## config.mk

```make
export PLATFORM = sky130hd
export DESIGN_NAME = sbc_bank_config_commit
export DESIGN_NICKNAME = d
export VERILOG_FILES = /design/src/verilog/sbc_pkg.sv /design/src/verilog/sbc_bank_config_commit.sv /design/src/verilog/sbc_bank_engine.sv
export SDC_FILE = /design/constraint.sdc
export NUM_CORES = 1
export LEC_CHECK = 0
export BUFFER_PORTS_ARGS = -buffer_cell sky130_fd_sc_hd__buf_2
export CAP_MARGIN = 30
export CORE_MARGIN = 10
export CORE_UTILIZATION = 45
export CTS_CLUSTER_DIAMETER = 120
export DETAILED_ROUTE_END_ITERATION = 10
export PLACE_DENSITY = 0.76
export REMOVE_ABC_BUFFERS = 1
export SKIP_LAST_GASP = 1
export SYNTH_ARGS = -nofsm -noshare
export SYNTH_HDL_FRONTEND = slang
export SYNTH_SLANG_ARGS = --single-unit
export TNS_END_PERCENT = 5
```

## constraint.sdc

```tcl
create_clock -name clock -period 2.95 [get_ports clock]
set_input_delay 0.295 -clock clock [delete_from_list [all_inputs] [get_ports clock]]
set_output_delay 0.295 -clock clock [all_outputs]
set_load 0.02 [all_outputs]
```

## src/verilog/sbc_pkg.sv

```systemverilog
package sbc_pkg;

	// Configuration dword offsets (byte addresses)
	localparam logic [7:0]  SBC_OFF_SUBSYS      = 8'h2c;
	localparam logic [7:0]  SBC_OFF_SUBSYS_ID   = 8'h2e;
	localparam logic [7:0]  SBC_OFF_CTRL        = 8'h40;
	localparam logic [7:0]  SBC_OFF_B1_FAULT    = 8'hf8;

	// Halves of the subsystem dword
	localparam int          SBC_VENDOR_LSB      = 0;
	localparam int          SBC_ID_LSB          = 16;

	// Control register layout: bank b field starts at b * SBC_BANK_STRIDE
	localparam int          SBC_BANK_STRIDE     = 8;
	localparam int          SBC_BIT_ENABLE      = 0;
	localparam int          SBC_BIT_CHECK       = 1;
	localparam int          SBC_BIT_COMMIT      = 2;
	localparam int          SBC_BIT_ROLLBACK    = 3;
	localparam logic [31:0] SBC_CTRL_RESET      = 32'h0000_0000;
	localparam logic [31:0] SBC_CTRL_WMASK      = 32'h0000_0f0f;
	localparam logic [31:0] SBC_BANK_CMD_MASK   = 32'h0000_000e;

	// Sanity check on the staged bank word
	localparam int          SBC_ROW_MSB         = 31;
	localparam int          SBC_ROW_LSB         = 28;
	localparam int          SBC_COL_MSB         = 3;
	localparam int          SBC_COL_LSB         = 0;
	localparam logic [31:0] SBC_FAULT_NONE      = 32'h0000_0000;
	localparam logic [31:0] SBC_FAULT_ROWS      = 32'h0000_0001;
	localparam logic [31:0] SBC_FAULT_COLS      = 32'h0000_0002;
	localparam logic [31:0] SBC_CFG_EMPTY       = 32'h0000_0000;
	localparam logic [31:0] SBC_FAULT_RESET     = 32'h0000_0000;

	typedef struct packed {
		logic        req;
		logic        we;
		logic [7:0]  addr;
		logic [3:0]  be;
		logic [31:0] wdata;
	} sbc_cfg_req_t;

	typedef struct packed {
		logic        ack;
		logic [31:0] rdata;
	} sbc_cfg_resp_t;

	typedef struct packed {
		logic enable;
		logic check;
		logic commit;
		logic rollback;
	} sbc_bank_cmd_t;

	typedef struct packed {
		logic set_enable;
		logic clr_enable;
		logic done;
	} sbc_bank_evt_t;

endpackage

```

## src/verilog/sbc_bank_config_commit.sv

```systemverilog
`timescale 1ns/1ps
module sbc_bank_config_commit import sbc_pkg::*; (
	input  wire logic               clock,
	input  wire logic               sys_rst,
	input  wire sbc_cfg_req_t       cfg_in,
	output      sbc_cfg_resp_t      cfg_out,
	input  wire logic [15:0]        fn0_subsys_vendor,
	input  wire logic [15:0]        fn0_subsys_id,
	input  wire logic [1:0]         bank_stage_we,
	input  wire logic [1:0][31:0]   bank_stage_data,
	output      logic [1:0][31:0]   bank_fault,
	output      logic [1:0][31:0]   bank_live_cfg,
	output      logic [1:0][31:0]   bank_staged
);

	typedef struct packed {
		logic [31:0]      ctrl;
		sbc_cfg_resp_t    resp;
		logic [1:0][31:0] live;
		logic [1:0][31:0] staged;
	} sbc_top_state_t;

	sbc_top_state_t      s_reg;
	sbc_top_state_t      s_next;

	sbc_bank_cmd_t [1:0] bank_cmd;
	sbc_bank_evt_t [1:0] bank_evt;
	logic [1:0][31:0]    eng_staged;
	logic [1:0][31:0]    eng_committed;
	logic [1:0][31:0]    eng_fault;
	logic [1:0]          fault_we;
	logic [31:0]         lane_mask;
	logic [31:0]         read_word;
	logic                hit_subsys;
	logic                hit_ctrl;
	logic                hit_b1_fault;
	logic                wr_access;
	logic                rd_access;

	// Dword decode; the two subsystem halves share one dword
	assign hit_subsys   = cfg_in.addr[7:2] == SBC_OFF_SUBSYS[7:2];
	assign hit_ctrl     = cfg_in.addr[7:2] == SBC_OFF_CTRL[7:2];
	assign hit_b1_fault = cfg_in.addr[7:2] == SBC_OFF_B1_FAULT[7:2];
	assign wr_access    = cfg_in.req && cfg_in.we;
	assign rd_access    = cfg_in.req && !cfg_in.we;

	always_comb begin
		for (int i = 0; i < 4; i++) begin
			lane_mask[i*8 +: 8] = {8{cfg_in.be[i]}};
		end
	end

	// Bank 0 fault has no address of its own; only bank 1 is writable here
	assign fault_we[0] = 1'b0;
	assign fault_we[1] = wr_access && hit_b1_fault && (cfg_in.be != 4'h0);

	always_comb begin
		read_word = '0;
		if (hit_subsys) begin
			read_word[SBC_VENDOR_LSB +: 16] = fn0_subsys_vendor;
			read_word[SBC_ID_LSB +: 16]     = fn0_subsys_id;
		end else if (hit_ctrl) begin
			read_word = s_reg.ctrl & SBC_CTRL_WMASK;
		end else if (hit_b1_fault) begin
			read_word = eng_fault[1];
		end
	end

	genvar b;
	generate
		for (b = 0; b < 2; b++) begin : g_bank
			assign bank_cmd[b].enable   = s_reg.ctrl[b*SBC_BANK_STRIDE + SBC_BIT_ENABLE];
			assign bank_cmd[b].check    = s_reg.ctrl[b*SBC_BANK_STRIDE + SBC_BIT_CHECK];
			assign bank_cmd[b].commit   = s_reg.ctrl[b*SBC_BANK_STRIDE + SBC_BIT_COMMIT];
			assign bank_cmd[b].rollback = s_reg.ctrl[b*SBC_BANK_STRIDE + SBC_BIT_ROLLBACK];

			sbc_bank_engine u_engine (
				.clock         (clock),
				.sys_rst       (sys_rst),
				.cmd           (bank_cmd[b]),
				.stage_we      (bank_stage_we[b]),
				.stage_data    (bank_stage_data[b]),
				.fault_we      (fault_we[b]),
				.fault_wdata   ((eng_fault[b] & ~lane_mask) | (cfg_in.wdata & lane_mask)),
				.staged_cfg    (eng_staged[b]),
				.committed_cfg (eng_committed[b]),
				.fault_code    (eng_fault[b]),
				.evt           (bank_evt[b])
			);
		end
	endgenerate

	always_comb begin
		s_next          = s_reg;
		s_next.resp.ack = cfg_in.req;
		if (rd_access) begin
			s_next.resp.rdata = read_word;
		end

		// Finished commands drop their own bits
		for (int i = 0; i < 2; i++) begin
			if (bank_evt[i].done) begin
				s_next.ctrl = s_next.ctrl & ~(SBC_BANK_CMD_MASK << (i*SBC_BANK_STRIDE));
			end
			if (bank_evt[i].clr_enable) begin
				s_next.ctrl[i*SBC_BANK_STRIDE + SBC_BIT_ENABLE] = 1'b0;
			end
		end

		// A software write in the same cycle as a finish re-arms the command
		if (wr_access && hit_ctrl) begin
			s_next.ctrl = ((s_next.ctrl & ~lane_mask) | (cfg_in.wdata & lane_mask)) & SBC_CTRL_WMASK;
		end

		// Hardware set wins over any clear in the same cycle
		for (int i = 0; i < 2; i++) begin
			if (bank_evt[i].set_enable) begin
				s_next.ctrl[i*SBC_BANK_STRIDE + SBC_BIT_ENABLE] = 1'b1;
			end
		end

		// Committed settings are sticky; the enable bit only gates them
		for (int i = 0; i < 2; i++) begin
			if (s_reg.ctrl[i*SBC_BANK_STRIDE + SBC_BIT_ENABLE]) begin
				s_next.live[i] = eng_committed[i];
			end else begin
				s_next.live[i] = SBC_CFG_EMPTY;
			end
			s_next.staged[i] = eng_staged[i];
		end
	end

	always_ff @(posedge clock) begin
		if (sys_rst) begin
			s_reg.ctrl   <= SBC_CTRL_RESET;
			s_reg.resp   <= '0;
			s_reg.live   <= '0;
			s_reg.staged <= '0;
		end else begin
			s_reg <= s_next;
		end
	end

	assign cfg_out       = s_reg.resp;
	assign bank_live_cfg = s_reg.live;
	assign bank_staged   = s_reg.staged;
	assign bank_fault    = eng_fault;

endmodule // sbc_bank_config_commit

```

## src/verilog/sbc_bank_engine.sv

```systemverilog
`timescale 1ns/1ps
module sbc_bank_engine import sbc_pkg::*; (
	input  wire logic          clock,
	input  wire logic          sys_rst,
	input  wire sbc_bank_cmd_t cmd,
	input  wire logic          stage_we,
	input  wire logic [31:0]   stage_data,
	input  wire logic          fault_we,
	input  wire logic [31:0]   fault_wdata,
	output      logic [31:0]   staged_cfg,
	output      logic [31:0]   committed_cfg,
	output      logic [31:0]   fault_code,
	output      sbc_bank_evt_t evt
);

	typedef struct packed {
		logic [31:0] staged;
		logic [31:0] committed;
		logic [31:0] fault;
	} sbc_eng_state_t;

	sbc_eng_state_t s_reg;
	sbc_eng_state_t s_next;
	logic [31:0]    chk_result;

	always_comb begin
		if (s_reg.staged[SBC_ROW_MSB:SBC_ROW_LSB] == '0) begin
			chk_result = SBC_FAULT_ROWS;
		end else if (s_reg.staged[SBC_COL_MSB:SBC_COL_LSB] == '0) begin
			chk_result = SBC_FAULT_COLS;
		end else begin
			chk_result = SBC_FAULT_NONE;
		end
	end

	always_comb begin
		s_next = s_reg;
		evt    = '0;
		// Software staging first so a command in the same cycle takes precedence
		if (stage_we) begin
			s_next.staged = stage_data;
		end
		if (fault_we) begin
			s_next.fault = fault_wdata;
		end
		if (cmd.rollback) begin
			s_next.staged = s_reg.committed;
			evt.done      = 1'b1;
		end else if (cmd.commit) begin
			evt.done = 1'b1;
			if (!cmd.enable) begin
				// Bank stays empty; staged contents are kept untouched
				evt.clr_enable = 1'b0;
			end else begin
				s_next.fault = chk_result;
				if (chk_result == SBC_FAULT_NONE) begin
					s_next.committed = s_reg.staged;
					evt.set_enable   = 1'b1;
				end else begin
					evt.clr_enable = 1'b1;
				end
			end
		end else if (cmd.check) begin
			s_next.fault = chk_result;
			evt.done     = 1'b1;
		end
	end

	always_ff @(posedge clock) begin
		if (sys_rst) begin
			s_reg <= '{staged: SBC_CFG_EMPTY, committed: SBC_CFG_EMPTY, fault: SBC_FAULT_RESET};
		end else begin
			s_reg <= s_next;
		end
	end

	assign staged_cfg    = s_reg.staged;
	assign committed_cfg = s_reg.committed;
	assign fault_code    = s_reg.fault;

endmodule // sbc_bank_engine

```

# After elaboration in Yosys (flattened, before gate mapping)
# Index checks and enable logic that the tools add are counted.
# classes
reduce_logical	22
n_eq_ne	4
mux	44
bitwise	10
# op_table
operator	n
$mux W32	17
$and A32 B32 Y32	2
$logic_not A32 Y1	2
$not A32 Y32	1
$or A32 B32 Y32	1
$mux W12	2
$mux W1	18
$logic_not A4 Y1	4
$and A12 B12 Y12	1
$mux W2	6
$or A12 B12 Y12	1
$reduce_and A4 Y1	2
$eq A6 B4 Y1 const B	1
$eq A6 B5 Y1 const B	1
$eq A6 B6 Y1 const B	1
$reduce_bool A2 Y1	3
$reduce_or A2 Y1	3
$logic_and A1 B1 Y1	5
$mux W4	1
$not A1 Y1	4
$reduce_bool A4 Y1	1
$reduce_and A3 Y1	1
$ne A2 B2 Y1 const B	1
$logic_not A1 Y1	1
# totals
register_bits	385
out_inout_bits	225

# Depth between registers and ports, before layout
# Gate-level depths: netlist (run 1).
# logic_depth
depth_word	15
ltp_mapped	7
mapped_depth_nobuf	4

# Cells and area by module
# A second synthesis (run 1) with hierarchy kept.
# unflattened
hier_cells	1430
hier_area_um2	14315.0
# modules_own_cells
mod	area_each_um2	n_inst	seq_area_each_um2	cells_per_inst
sbc_bank_engine	4162.7	2	1921.8	394
sbc_bank_config_commit	5989.5	1	3383.2	642

# Worst setup path before layout (run 1)
# No wires, ideal clock.
# synth_timing
path_kind	reg2reg
start	register g_bank[0].u_engine.s_reg, in the netlist g_bank[0].u_engine.staged_cfg[0]
end	register s_reg, in the netlist bank_cmd[3]
setup_slack_ps	1274
arrival_time_ps	1558
synth_period_minus_slack_ps	1676
path_stages_with_launch	6
required_ps	2833
n_path_buf	1
cell_sequence	dfxtp_1 -> or4_4 -> and4b_1 -> clkbuf_2 -> a41o_1 -> a32o_1
# synth_between
elab_chain_len	14
elab_cells_between_ends	16
# synth_rtl
item	line	source
start: declaration	sbc_bank_engine.sv:22	sbc_eng_state_t s_reg;
start signal: assignment	sbc_bank_engine.sv:71	s_reg <= '{staged: SBC_CFG_EMPTY, committed: SBC_CFG_EMPTY, fault: SBC_FAULT_RESET};
start signal: assignment	sbc_bank_engine.sv:73	s_reg <= s_next;
$logic_not A4 Y1 *	sbc_bank_engine.sv:29	end else if (s_reg.staged[SBC_COL_MSB:SBC_COL_LSB] == '0) begin
$mux W2 *	sbc_bank_engine.sv:29	
$mux W32 *	sbc_bank_engine.sv:27	if (s_reg.staged[SBC_ROW_MSB:SBC_ROW_LSB] == '0) begin
$logic_not A32 Y1 *	sbc_bank_engine.sv:56	if (chk_result == SBC_FAULT_NONE) begin
$mux W1	sbc_bank_engine.sv:56	
$mux W1	sbc_bank_engine.sv:51	if (!cmd.enable) begin
$mux W2 *	sbc_bank_engine.sv:49	end else if (cmd.commit) begin
$mux W2 *	sbc_bank_engine.sv:46	if (cmd.rollback) begin
$mux W1	sbc_bank_config_commit.sv:105	if (bank_evt[i].clr_enable) begin
$mux W12	sbc_bank_config_commit.sv:102	if (bank_evt[i].done) begin
$and A12 B12 Y12	sbc_bank_config_commit.sv:112	s_next.ctrl = ((s_next.ctrl & ~lane_mask) | (cfg_in.wdata & lane_mask)) & SBC_CTRL_WMASK;
$or A12 B12 Y12	sbc_bank_config_commit.sv:112	
$mux W12	sbc_bank_config_commit.sv:111	if (wr_access && hit_ctrl) begin
$mux W1 *	sbc_bank_config_commit.sv:117	if (bank_evt[i].set_enable) begin
end signal: assignment	sbc_bank_config_commit.sv:140	s_reg <= s_next;
end: declaration	sbc_bank_config_commit.sv:23	sbc_top_state_t s_reg;
# Mark *: on every way between the ends. The rest lies on a longest branch, timed or not.
# A chain may end at the register's enable or synchronous reset.

# Final worst setup path (run 1)
# layout_timing
start	register g_bank[1].u_engine.s_reg, in the netlist g_bank[1].u_engine.staged_cfg[1]
end	register g_bank[1].u_engine.s_reg, in the netlist g_bank[1].u_engine.committed_cfg[2]
# layout_between
elab_chain_len	5
# layout_rtl
item	line
start: declaration	sbc_bank_engine.sv:22
start signal: assignment	sbc_bank_engine.sv:71
start signal: assignment	sbc_bank_engine.sv:73
$logic_not A4 Y1	sbc_bank_engine.sv:29
$mux W2	sbc_bank_engine.sv:29
$mux W32	sbc_bank_engine.sv:27
$logic_not A32 Y1	sbc_bank_engine.sv:56
$reduce_and A4 Y1 (no line)	n/a
# Every way passes these cells.

==> results of run 1 <==
## sequential cells by signal (all words and copies together) (netlist names)
name                           cells
bank_cmd                           8
bank_live_cfg                     64
bank_staged                       64
cfg_out                           33
g_bank.u_engine.committed_cfg     64
g_bank.u_engine.fault_code        34
g_bank.u_engine.staged_cfg        64
## placed cells by master (no fill, tap or decap), types with 2 or more instances in the layout
master and instances:
a211oi_1 9, a21oi_1 129, a221oi_1 24, a222oi_1 8
and2_1 71, and4b_1 3, buf_2 337, buf_4 15
clkbuf_1 11, clkbuf_16 36, clkbuf_8 8, clkinv_2 2
clkinvlp_4 2, conb_1 30, dfxtp_1 329, dfxtp_2 2
diode_2 2, dlygate4sd3_1 2, mux2i_1 98, nand2_1 128
nand3_1 3, nand4_1 3, nor2_1 199, nor2b_1 67
nor2b_2 2, nor3_1 27, nor3b_1 4, nor4_1 4
o21ai_0 2
## per-stage QoR
stage                     TNS (ns)  total power [mW]  cells  worst slack, ns
after floorplan              -6.30              5.07   1159           -0.197
after global placement           0              5.37   1843            0.881
after detailed placement         0              5.39   1843            0.850
after CTS                        0              9.55   1906            0.864
after global routing             0              9.81   1908            0.675
final                            0              9.48   1908            0.911
## power by group through the flow
stage	clock [mW]	sequential, mW	combinational [mW]
after global routing	4.44	4.66	0.713
after global placement	0	4.74	0.633
final	4.18	4.65	0.649
after CTS	4.25	4.65	0.650
after detailed placement	0	4.75	0.643
after floorplan	0	4.81	0.263
## layer usage
layer / up-vias / GRT usage, % / share of wire, %
li1: 4689 / - / -
met1: 4432 / 22.0 / 40
met2: 357 / 34.1 / 50
met3: 44 / 6.01 / 7.9
met4: 0 / 6.05 / 2.2
met5: - / 0 / 0
## final cells by class
cell class / count / area [µm²] / share of cell area, %
Sequential cell: 331 / 6630 / 45.3
Clock inverter: 6 / 50.0 / 0.342
Inverter: 1 / 3.75 / 0.0257
Multi-Input combinational cell: 827 / 4620 / 31.6
Tap cell: 330 / 413 / 2.82
Antenna cell: 2 / 5.00 / 0.0342
Clock buffer: 55 / 1050 / 7.20
Timing Repair Buffer: 356 / 1850 / 12.7
## cells by family (layout without fill, tap and decap cells)
kind of cell / Yosys count / after routing / synth area share [%]
and+or+nand+nor: 522 / 522 / 20.9
AOI/OAI and AO/OA: 177 / 177 / 9.02
other: 1 / 32 / 0.0320
DFF: 331 / 331 / 56.6
buffers and inverters: 121 / 418 / 5.07
muxes: 98 / 98 / 8.38
## worst max path at each step
stage | from | end | slack [ns] | depth (start not counted)
6_report | g_bank[1].u_engine.staged_cfg[1]$_SDFFE_PP0P_ | g_bank[1].u_engine.committed_cfg[2]$_SDFFE_PP0P_ | 0.91 | 5
4_1_cts | g_bank[1].u_engine.staged_cfg[1]$_SDFFE_PP0P_ | g_bank[1].u_engine.committed_cfg[7]$_SDFFE_PP0P_ | 0.86 | 5
3_3_place_gp | cfg_in[41] | cfg_out[11]$_SDFFE_PP0P_ | 0.88 | 6
2_1_floorplan | bank_cmd[4]$_SDFF_PP0_ | g_bank[1].u_engine.committed_cfg[0]$_SDFFE_PP0P_ | -0.20 | 4
5_1_grt | g_bank[1].u_engine.staged_cfg[1]$_SDFFE_PP0P_ | g_bank[1].u_engine.committed_cfg[2]$_SDFFE_PP0P_ | 0.67 | 5
3_5_place_dp | cfg_in[41] | cfg_out[14]$_SDFFE_PP0P_ | 0.85 | 6
## worst register-to-register path: stages, from the launching register on
cell	delay (ns)
dfxtp_1	0.34
nor4_1	0.72
or3_1	0.22
buf_4	0.35
nand2_1	0.15
a21oi_1	0.18
## repair_timing
| action | in CTS | in global routing |
|---|---|---|
| hold buffers | 2 | 0 |
| endpoints found under the setup margin | 0 | 0 |
| endpoints found under the hold margin | 2 | 0 |
==> results by group, run 1 <==
Setup path
  – Crit path buffers/inverters: 1
  – CP Max Fanout: 32
  – CP Capture Type: flop
  – CP Cell Sequence: nor4_1 > or3_1 > buf_4 > nand2_1 > a21oi_1
  – Crit path max-delay cell type: nor4_1
  – Critical path arrival: 2.46 ns
  – Crit-path leading delay family: simple AND/OR/NAND/NOR gates
  – Worst reg2reg setup slack: 0.91 ns
  – Crit Path Category: flop to flop
  – Critical R2R Launch: g_bank[1].u_engine.staged_cfg[1]$_SDFFE_PP0P_
  – Worst R2R End: g_bank[1].u_engine.committed_cfg[2]$_SDFFE_PP0P_
  – CP required: 3.37 ns
  – Max incr delay on CP: 0.72 ns
  – Worst R2R Path Depth: 5
  – Crit path launch type: flop

Timing
  – Setup violations, final: 0
  – Final hold violations: 0
  – Slew HR: 29.3%
  – Max Slew Vio Count: 0
  – Fin crit period: 2.04 ns
  – Slew of the pin with the lowest slew margin: 1.06 ns
  – Final period util: 69.1%
  – WHS: 0.0198 ns
  – RSZ-0062 raised after global routing: false
  – Peak Freq: 490 MHz
  – Clk_skew: 0.0220 ns

Global routing
  – Initial antenna violation count: 3
  – Vias in the first global route: 9605
  – Grt total ovfl: 0
  – First-pass GRT wire length: 52500 µm
  – GRT Overall Usage: 19.4%
  – Largest net degree at the start of global routing: 146

CTS
  – Clk sink count: 331
  – Clock-pin slew of the registers on the worst-case setup and hold paths: 0.06 ns
  – CTS root buffer: clkbuf_16
  – Clk_lat worst skew: 0.51 ns
  – CTS max path bufs: 3
  – Num CTS Buffers: 35
  – CTS tree: built
  – Post-CTS setup buffers: 0
  – Cts repair resizes: 0
  – H-tree Lvls: 2

Placed design
  – Placed Instance Area: 13500 µm²
  – Detailed placer's ending HPWL: 23900 µm
  – Port Buffers: 338
  – GPL Wtd Cong: 0.819

Cells and area
  – Fraction of layout cells with a size suffix above 1: 26.3%
  – Fill cells: 2239
  – Post-route cell area: 14600 µm²
  – Area growth syn-to-layout: 24.9%
  – Layout Nets: 1698
  – Post-Route Utilization: 57.6%

Hold path
  – Hold endpoint: bank_cmd[4]$_SDFF_PP0_
  – Worst hold path type: primary input to flop
  – Min-Delay Path Depth: 2
  – Hold wc startpoint: cfg_in[11]

Pwr
  – Power Dens Cells: 648 nW/µm²
  – Sequential Power Share: 49.0%
  – Pleak: 6.91 nW
  – Clock power frac: 44.1%
  – P_int: 7.29 mW
  – Switching power: 2.19 mW
  – Comb pwr share: 6.8%
  – Switching Share: 23.1%
  – Max VDD drop: 0.000560 V

Yosys
  – Most frequent cell after synthesis: dfxtp_1
  – Share of the synthesized area in the top cell type: 56.6%
  – Syn Std Cell Area: 11700 µm²
  – Post-synth EDFFs: 0
  – Yosys warnings: 0
  – Post-synth top flop: dfxtp_1
  – Post-synthesis sequential area ratio: 56.6%
  – Post-synth ARST share: 0%
  – #FFs+latches synth: 331
  – Synth top area cells: dfxtp_1 (57%), mux2i_1 (8.4%), nor2_1 (6.4%), a21oi_1 (5.5%), nand2_1 (4.1%)
  – Post-synthesis cell count: 1250
  – Post-synth top cells: dfxtp_1 (331), nor2_1 (199), a21oi_1 (129)
  – Area leader, netlist: dfxtp_1
  – Unique cell type count in the Yosys netlist: 38
  – Avg Synthesized Cell Area: 9.37 µm²

Die
  – Rows: 58
  – Starting density of the core: 46.1%
  – Ports: 371
  – Die Span X: 181 µm
  – Die Y: 181 µm
  – Core area: 25400 µm²
  – Die area: 32900 µm²

Routing
  – Initial DRC count: 639
  – Antenna-violating nets left: 0
  – Wirelength per Cell: 17.8 µm
  – DRC: 0
  – DRT Pass-1 Iters: 5
  – Routed wire length: 33900 µm
  – Overall via count from detail_route: 9522
  – Via density: 4.99

Run
  – Max cap viols: 0

Run status
  – Status: complete, no violations
No activity file was read; power rests on OpenSTA's default activity.
==> run 2: changes to the inputs <==
--- a/config.mk
+++ b/config.mk
@@ -5,13 +5,14 @@
 export SDC_FILE = /design/constraint.sdc
 export NUM_CORES = 1
 export LEC_CHECK = 0
+export ABC_AREA = 1
 export BUFFER_PORTS_ARGS = -buffer_cell sky130_fd_sc_hd__buf_2
 export CAP_MARGIN = 30
 export CORE_MARGIN = 10
 export CORE_UTILIZATION = 45
 export CTS_CLUSTER_DIAMETER = 120
 export DETAILED_ROUTE_END_ITERATION = 10
-export PLACE_DENSITY = 0.76
+export PLACE_DENSITY = 0.78
 export REMOVE_ABC_BUFFERS = 1
 export SKIP_LAST_GASP = 1
 export SYNTH_ARGS = -nofsm -noshare
==> constraint.sdc (replaced) <==
create_clock -name clock -period 1.7 [get_ports clock]
set_input_delay 0.17 -clock clock [delete_from_list [all_inputs] [get_ports clock]]
set_output_delay 0.17 -clock clock [all_outputs]
set_load 0.02 [all_outputs]
==> results by group, run 2 <==
Yosys
  – Share of the synthesized area in the top cell type: 54.2% (-2.4 points)
  – Yosys warnings: 0 (unchanged)
  – Unique cell type count in the Yosys netlist: 29 (-24%)
  – Synth top area cells: dfxtp_1 (54%), nor2_1 (9.8%), o21ai_0 (7.9%), inv_1 (5.8%), nand2_1 (5.2%)
  – #FFs+latches synth: 331 (unchanged)
  – Post-synth EDFFs: 0 (unchanged)
  – Most frequent cell after synthesis: dfxtp_1
  – Post-synthesis cell count: 1591 (+27%)
  – Post-synth top cells: dfxtp_1 (331), nor2_1 (320), o21ai_0 (192)
  – Syn Std Cell Area: 12200 µm² (+4.4%)
  – Post-synthesis sequential area ratio: 54.2% (-2.4 points)
  – Post-synth ARST share: 0% (unchanged)
  – Post-synth top flop: dfxtp_1
  – Area leader, netlist: dfxtp_1
  – Avg Synthesized Cell Area: 7.68 µm² (-18%)

Cells and area
  – Most frequent cells in the layout: buf_2 (337), dfxtp_1 (329), nor2_1 (319)
  – Post-route cell area: 16500 µm² (+13%)
  – Fraction of layout cells with a size suffix above 1: 21.5% (-4.8 points)
  – Layout Nets: 2165 (+28%)
  – Area growth syn-to-layout: 35.1%
  – Commonest non-fill, non-tap cell in the layout: buf_2

Timing
  – Clk_skew: 0.0170 ns (-0.00500 ns)
  – Slew HR: 59.9% (+31 points)
  – Max Slew Vio Count: 0 (unchanged)
  – Peak Freq: 667 MHz
  – Slew of the pin with the lowest slew margin: 0.601 ns (-0.460 ns)
  – Final hold violations: 0 (unchanged)
  – Setup violations, final: 0 (unchanged)
  – Final period util: 88.2%
  – RSZ-0062 raised after global routing: false
  – Fin crit period: 1.50 ns

Setup path
  – Max incr delay on CP: 0.53 ns (-0.19 ns)
  – Critical R2R Launch: g_bank[1].u_engine.staged_cfg[28]$_SDFFE_PP0P_
  – CP Cell Sequence: dlygate4sd3_1 > buf_2 > nand2_1 > inv_1 > nand3_4 > nor2_8 > nand2_2 > nand2_1 > nand2_1 > nor2_1
  – CP Max Fanout: 26 (-19%)
  – CP most frequent cell: nand2_1
  – CP required: 2.14 ns (-1.23 ns)
  – Crit path max-delay cell type: dlygate4sd3_1
  – Crit-path leading delay family: simple AND/OR/NAND/NOR gates
  – Crit Path Category: primary input to flop
  – Crit path launch type: primary input
  – Worst R2R Path Depth: 6 (+1)
  – Critical path arrival: 1.94 ns (-0.52 ns)
  – CP Capture Type: flop
  – Worst R2R End: g_bank[1].u_engine.committed_cfg[22]$_SDFFE_PP0P_
  – Worst reg2reg setup slack: 0.23 ns (-0.68 ns)
  – Crit path buffers/inverters: 3 (+2)

Hold path
  – Min-Delay Path Depth: 5 (+3)
  – Hold wc startpoint: fn0_subsys_id[14]
  – Worst hold path type: primary input to flop
  – Hold endpoint: cfg_out[30]$_SDFFE_PP0P_

Global routing
  – Initial antenna violation count: 4 (+1)
  – Grt total ovfl: 0 (unchanged)
  – GRT Overall Usage: 22.2% (+2.8 points)
  – First-pass GRT wire length: 62000 µm (+18%)
  – Vias in the first global route: 12107 (+26%)
  – Largest net degree at the start of global routing: 132 (-9.6%)

CTS
  – CTS root buffer: clkbuf_16
  – Num CTS Buffers: 35 (unchanged)
  – CTS tree: built
  – Clk_lat worst skew: 0.51 ns (about the same)
  – Clk sink count: 331 (unchanged)
  – Clock-pin slew of the registers on the worst-case setup and hold paths: 0.06 ns (about the same)
  – CTS max path bufs: 3 (unchanged)
  – H-tree Lvls: 2 (unchanged)

Routing
  – Antenna-violating nets left: 0 (unchanged)
  – DRT Pass-1 Iters: 7 (+2)
  – Initial DRC count: 768 (+20%)
  – Overall via count from detail_route: 11938 (+25%)
  – Via density: 4.99 (about the same)
  – Wirelength per Cell: 16.4 µm (-7.5%)
  – DRC: 0 (unchanged)
  – Routed wire length: 39300 µm (+16%)

Pwr
  – Pleak: 7.48 nW (+8.3%)
  – Tot Pwr: 17.0 mW (+79%)
  – Max VDD drop: 0.000695 V (+24%)
  – Power Dens Cells: 1030 nW/µm² (+58%)

Run status
  – Status: complete, no violations

Placed design
  – Detailed placer's ending HPWL: 25500 µm (+6.5%)
  – Placed Instance Area: 14200 µm² (+4.9%)
  – GPL Wtd Cong: 0.856 (+4.5%)
  – Port Buffers: 338 (unchanged)

Die
  – Die Y: 185 µm (+1.9%)
  – Core area: 26800 µm² (+5.5%)
  – Ports: 371 (unchanged)
  – Rows: 60 (+3.4%)
  – Die Span X: 185 µm (+1.9%)
  – Starting density of the core: 45.6% (-0.50 points)
  – Die area: 34100 µm² (+3.9%)

Run
  – Max cap viols: 0 (unchanged)
-- run 2: logic make-up (layout without fill, tap and decap cells) --
| logic type | after synthesis | after routing | synth area share [%] |
|---|---|---|---|
| flops | 331 | 331 | 54.2 |
| simple gates | 594 | 594 | 20.1 |
| other cells | 1 | 35 | 0.0307 |
| buf+inv | 319 | 745 | 11.2 |
| compound gates | 346 | 346 | 14.4 |
-- run 2: worst max path at each step --
stage | from | to | slack [ns] | cells after the start
CTS | g_bank[1].u_engine.staged_cfg[28]$_SDFFE_PP0P_ | g_bank[1].u_engine.committed_cfg[22]$_SDFFE_PP0P_ | 0.23 | 6
global route | bank_cmd[1]$_SDFF_PP0_ | g_bank[0].u_engine.committed_cfg[12]$_SDFFE_PP0P_ | 0.06 | 8
floorplan | bank_cmd[0]$_SDFF_PP0_ | g_bank[0].u_engine.committed_cfg[0]$_SDFFE_PP0P_ | -1.18 | 6
global placement | cfg_in[42] | g_bank[1].u_engine.fault_code[22]$_SDFF_PP0_ | 0.22 | 9
finish | cfg_in[45] | g_bank[1].u_engine.fault_code[22]$_SDFF_PP0_ | 0.20 | 10
detailed placement | cfg_in[39] | g_bank[1].u_engine.fault_code[23]$_SDFF_PP0_ | 0.16 | 9
-- run 2: final cells by class --
class                           count  area, µm²
Timing Repair Buffer              490       3240
Inverter                          191        717
Clock inverter                     12        129
Antenna cell                        5       12.5
Clock buffer                       52       1010
Sequential cell                   331       6630
Multi-Input combinational cell    970       4350
Tap cell                          341        427
Fill cell                        2230      10300
-- run 2: metrics by stage --
stage	TNS, ns	utilization [%]	worst slack [ns]	hold slack [ns]	std cells
2_1_floorplan	-159.54	-	-1.18	0.239	1492
3_3_place_gp	0	52.8	0.218	0.395	2203
3_5_place_dp	0	52.8	0.158	0.400	2203
4_1_cts	0	61.6	0.231	0.00305	2387
5_1_grt	0	61.6	0.0636	0.0138	2391
6_report	0	61.6	0.200	0.0153	2392
-- run 2: power by group --
part           leakage, nW  switching [mW]  internal (mW)
registers             2.69          0.0861           7.95
clock network        0.564            3.04           4.45
logic                 4.23           0.842          0.580
-- run 2: worst register-to-register path, delay by kind of cell (launching register included) --
family                 cells  cell delay (ns)
AOI/OAI and AO/OA          1             0.16
and+or+nand+nor            4             0.57
buffers and inverters      1             0.36
DFF                        1             0.32
-- run 2: timing repair --
action                     in CTS  in global routing
setup endpoints to repair       0                  0
resized for setup               0                  0
setup buffers                   0                  0
hold buffers                  120                  0
hold endpoints to repair      121                  0
-- run 2: metal layers --
layer | GRT usage (%) | up-vias | routed length (µm) | part of all wire, %
met5 | 0 | - | 0 | 0
met4 | 12.3 | 0 | 2060 | 5.2
met3 | 6.13 | 149 | 3300 | 8.4
met2 | 37.2 | 586 | 18700 | 48
met1 | 25.0 | 5391 | 15200 | 39
li1 | - | 5812 | - | -
==> run 3: changes to the inputs <==
--- a/config.mk
+++ b/config.mk
@@ -8,11 +8,14 @@
 export ABC_AREA = 1
 export BUFFER_PORTS_ARGS = -buffer_cell sky130_fd_sc_hd__buf_2
 export CAP_MARGIN = 30
+export CELL_PAD_IN_SITES_DETAIL_PLACEMENT = 1
+export CELL_PAD_IN_SITES_GLOBAL_PLACEMENT = 1
 export CORE_MARGIN = 10
-export CORE_UTILIZATION = 45
+export CORE_UTILIZATION = 33
+export CTS_BUF_LIST = sky130_fd_sc_hd__clkbuf_16
 export CTS_CLUSTER_DIAMETER = 120
 export DETAILED_ROUTE_END_ITERATION = 10
-export PLACE_DENSITY = 0.78
+export PLACE_DENSITY = 0.8
 export REMOVE_ABC_BUFFERS = 1
 export SKIP_LAST_GASP = 1
 export SYNTH_ARGS = -nofsm -noshare
==> results by group, run 3 (same netlist as run 2, synthesis figures left out) <==
Routing
  – Routed wire length: 48700 µm (+24%)
  – Antenna-violating nets left: 0 (unchanged)
  – DRC: 0 (unchanged)
  – Initial DRC count: 565 (-26%)
  – Overall via count from detail_route: 12387 (+3.8%)
  – Via density: 4.87 (-2.4%)
  – Wirelength per Cell: 19.2 µm (+17%)
  – DRT Pass-1 Iters: 6 (-1)

Setup path
  – Worst setup path end: g_bank[1].u_engine.fault_code[23]$_SDFF_PP0_
  – Worst reg2reg setup slack: 0.12 ns (-0.11 ns)
  – CP required: 2.13 ns (about the same)
  – CP Capture Type: flop
  – Critical path arrival: 2.03 ns (+0.09 ns)
  – Crit Path Category: primary input to flop
  – Critical R2R Launch: bank_cmd[4]$_SDFF_PP0_
  – Worst R2R Path Depth: 6 (unchanged)
  – CP Max Fanout: 20 (-23%)
  – Crit. Startpoint: cfg_in[45]
  – Crit path launch type: primary input
  – Worst R2R End: g_bank[1].u_engine.staged_cfg[26]$_SDFFE_PP0P_

CTS
  – Num CTS Buffers: 38 (+8.6%)
  – H-tree Lvls: 2 (unchanged)
  – CTS root buffer: clkbuf_16
  – Clk sink count: 331 (unchanged)
  – Clk_lat worst skew: 0.55 ns (+0.04 ns)
  – CTS max path bufs: 3 (unchanged)
  – Clock-pin slew of the registers on the worst-case setup and hold paths: 0.06 ns (about the same)
  – CTS tree: built

Cells and area
  – Post-Route Utilization: 46.2% (-15 points)
  – Final Non-Filler Cells: 2542 (+6.3%)
  – Commonest non-fill, non-tap cell in the layout: buf_2
  – Layout Nets: 2182 (+0.79%)
  – Most frequent cells in the layout: buf_2 (337), dfxtp_1 (329), nor2_1 (319)
  – Fraction of layout cells with a size suffix above 1: 21.3% (-0.20 points)
  – Post-route cell area: 16900 µm² (+2.3%)
  – Area growth syn-to-layout: 38.3%

Global routing
  – Vias in the first global route: 13572 (+12%)
  – GRT Overall Usage: 21.0% (-1.1 points)
  – Grt total ovfl: 0 (unchanged)
  – First-pass GRT wire length: 75700 µm (+22%)
  – Initial antenna violation count: 7 (+3)
  – Largest net degree at the start of global routing: 87 (-34%)

Placed design
  – Placed Instance Area: 14400 µm² (+1.4%)
  – Placed Cells: 2331 (+5.8%)
  – Port Buffers: 338 (unchanged)
  – Detailed placer's ending HPWL: 30500 µm (+20%)
  – GPL Wtd Cong: 0.805 (-6.0%)

Pwr
  – Power Dens Cells: 1030 nW/µm² (+0.60%)
  – Max VDD drop: 0.000674 V (-3.1%)
  – Tot Pwr: 17.5 mW (+3.0%)
  – Pleak: 7.59 nW (+1.4%)

Timing
  – Setup_tns: 0 ns (unchanged)
  – Setup violations, final: 0 (unchanged)
  – Final hold violations: 0 (unchanged)
  – Slew HR: 60.7% (+0.74 points)
  – Slew of the pin with the lowest slew margin: 0.590 ns (-0.0112 ns)
  – Clk_skew: 0.0163 ns (-0.000710 ns)
  – Final period util: 93.6% (+5.4 points)
  – Fin crit period: 1.59 ns (+0.0910 ns)
  – Max Slew Vio Count: 0 (unchanged)
  – RSZ-0062 raised after global routing: false
  – Peak Freq: 629 MHz (-5.7%)

Run status
  – Status: complete, no violations

Die
  – Die Span X: 212 µm (+15%)
  – Die Y: 212 µm (+15%)
  – Die area: 45100 µm² (+32%)
  – Ports: 371 (unchanged)
  – Rows: 70 (+17%)
  – Starting density of the core: 33.4% (-12 points)
  – Core area: 36600 µm² (+37%)

Hold path
  – Worst hold path type: primary input to flop

Run
  – Max cap viols: 0 (unchanged)
## run 3: cell types whose count changed in the layout (fill, tap and decap cells not counted), moves of 2 or more
cell / delta
buf_12: +3
buf_4: -2
clkbuf_1: -11
clkbuf_16: +2
clkbuf_8: -5
clkinv_1: +10
clkinv_2: -2
diode_2: +4
dlygate4sd3_1: +13
inv_1: +7
inv_6: +2
## run 3: report_power, final
group	switching, mW	leakage (nW)	internal [mW]
combinational	0.920	4.29	0.610
clock	3.34	0.609	4.54
sequential	0.0952	2.69	7.95
total	4.36	7.59	13.1
## run 3: layout make-up
| cell class | count | area, µm² |
|---|---|---|
| clock buffers | 38 | 951 |
| well taps | 468 | 586 |
| diodes | 9 | 22.5 |
| repair buffers | 504 | 3410 |
| inverters | 191 | 717 |
| clock inverters | 31 | 233 |
| flip-flops and latches | 331 | 6630 |
| multi-input cells | 970 | 4350 |
| fillers | 4473 | 19700 |
## run 3: repair_timing
item,4_1_cts,5_1_grt
setup endpoints to repair,0,1
endpoints found under the hold margin,135,0
hold buffers,133,0
gates resized for setup,0,1
buffers inserted,0,0
## run 3: how the worst min path moves through the flow
stage | to | from | cells past startpoint
2_1_floorplan | bank_cmd[7]$_SDFF_PP0_ | sys_rst | 1
3_3_place_gp | g_bank[1].u_engine.fault_code[23]$_SDFF_PP0_ | cfg_in[23] | 3
3_5_place_dp | g_bank[1].u_engine.fault_code[5]$_SDFF_PP0_ | cfg_in[5] | 3
4_1_cts | cfg_out[16]$_SDFFE_PP0P_ | cfg_in[44] | 5
5_1_grt | cfg_out[16]$_SDFFE_PP0P_ | cfg_in[44] | 5
6_report | cfg_out[16]$_SDFFE_PP0P_ | cfg_in[44] | 5
## run 3: worst max-delay path, cell delays in order
cell	delay (ns)
dlygate4sd3_1	0.52
buf_2	0.12
nand2_1	0.10
inv_1	0.18
nand3_4	0.13
nor2_8	0.28
nand2_2	0.22
nor2_1	0.20
nor2_1	0.09
## run 3: metal layers
| layer | GRT usage, % | vias up | routed length (µm) |
|---|---|---|---|
| li1 | - | 5843 | - |
| met1 | 23.1 | 5987 | 19200 |
| met2 | 36.9 | 415 | 24400 |
| met3 | 5.68 | 142 | 3100 |
| met4 | 9.97 | 0 | 2060 |
| met5 | 0 | - | 0 |
## run 3: per-stage QoR
stage          setup slack, ns  hold WS, ns
6_report                 0.109       0.0557
5_1_grt                0.00377       0.0425
4_1_cts                  0.168       0.0140
3_5_place_dp             0.167        0.402
3_3_place_gp             0.251        0.396
2_1_floorplan            -1.18        0.239
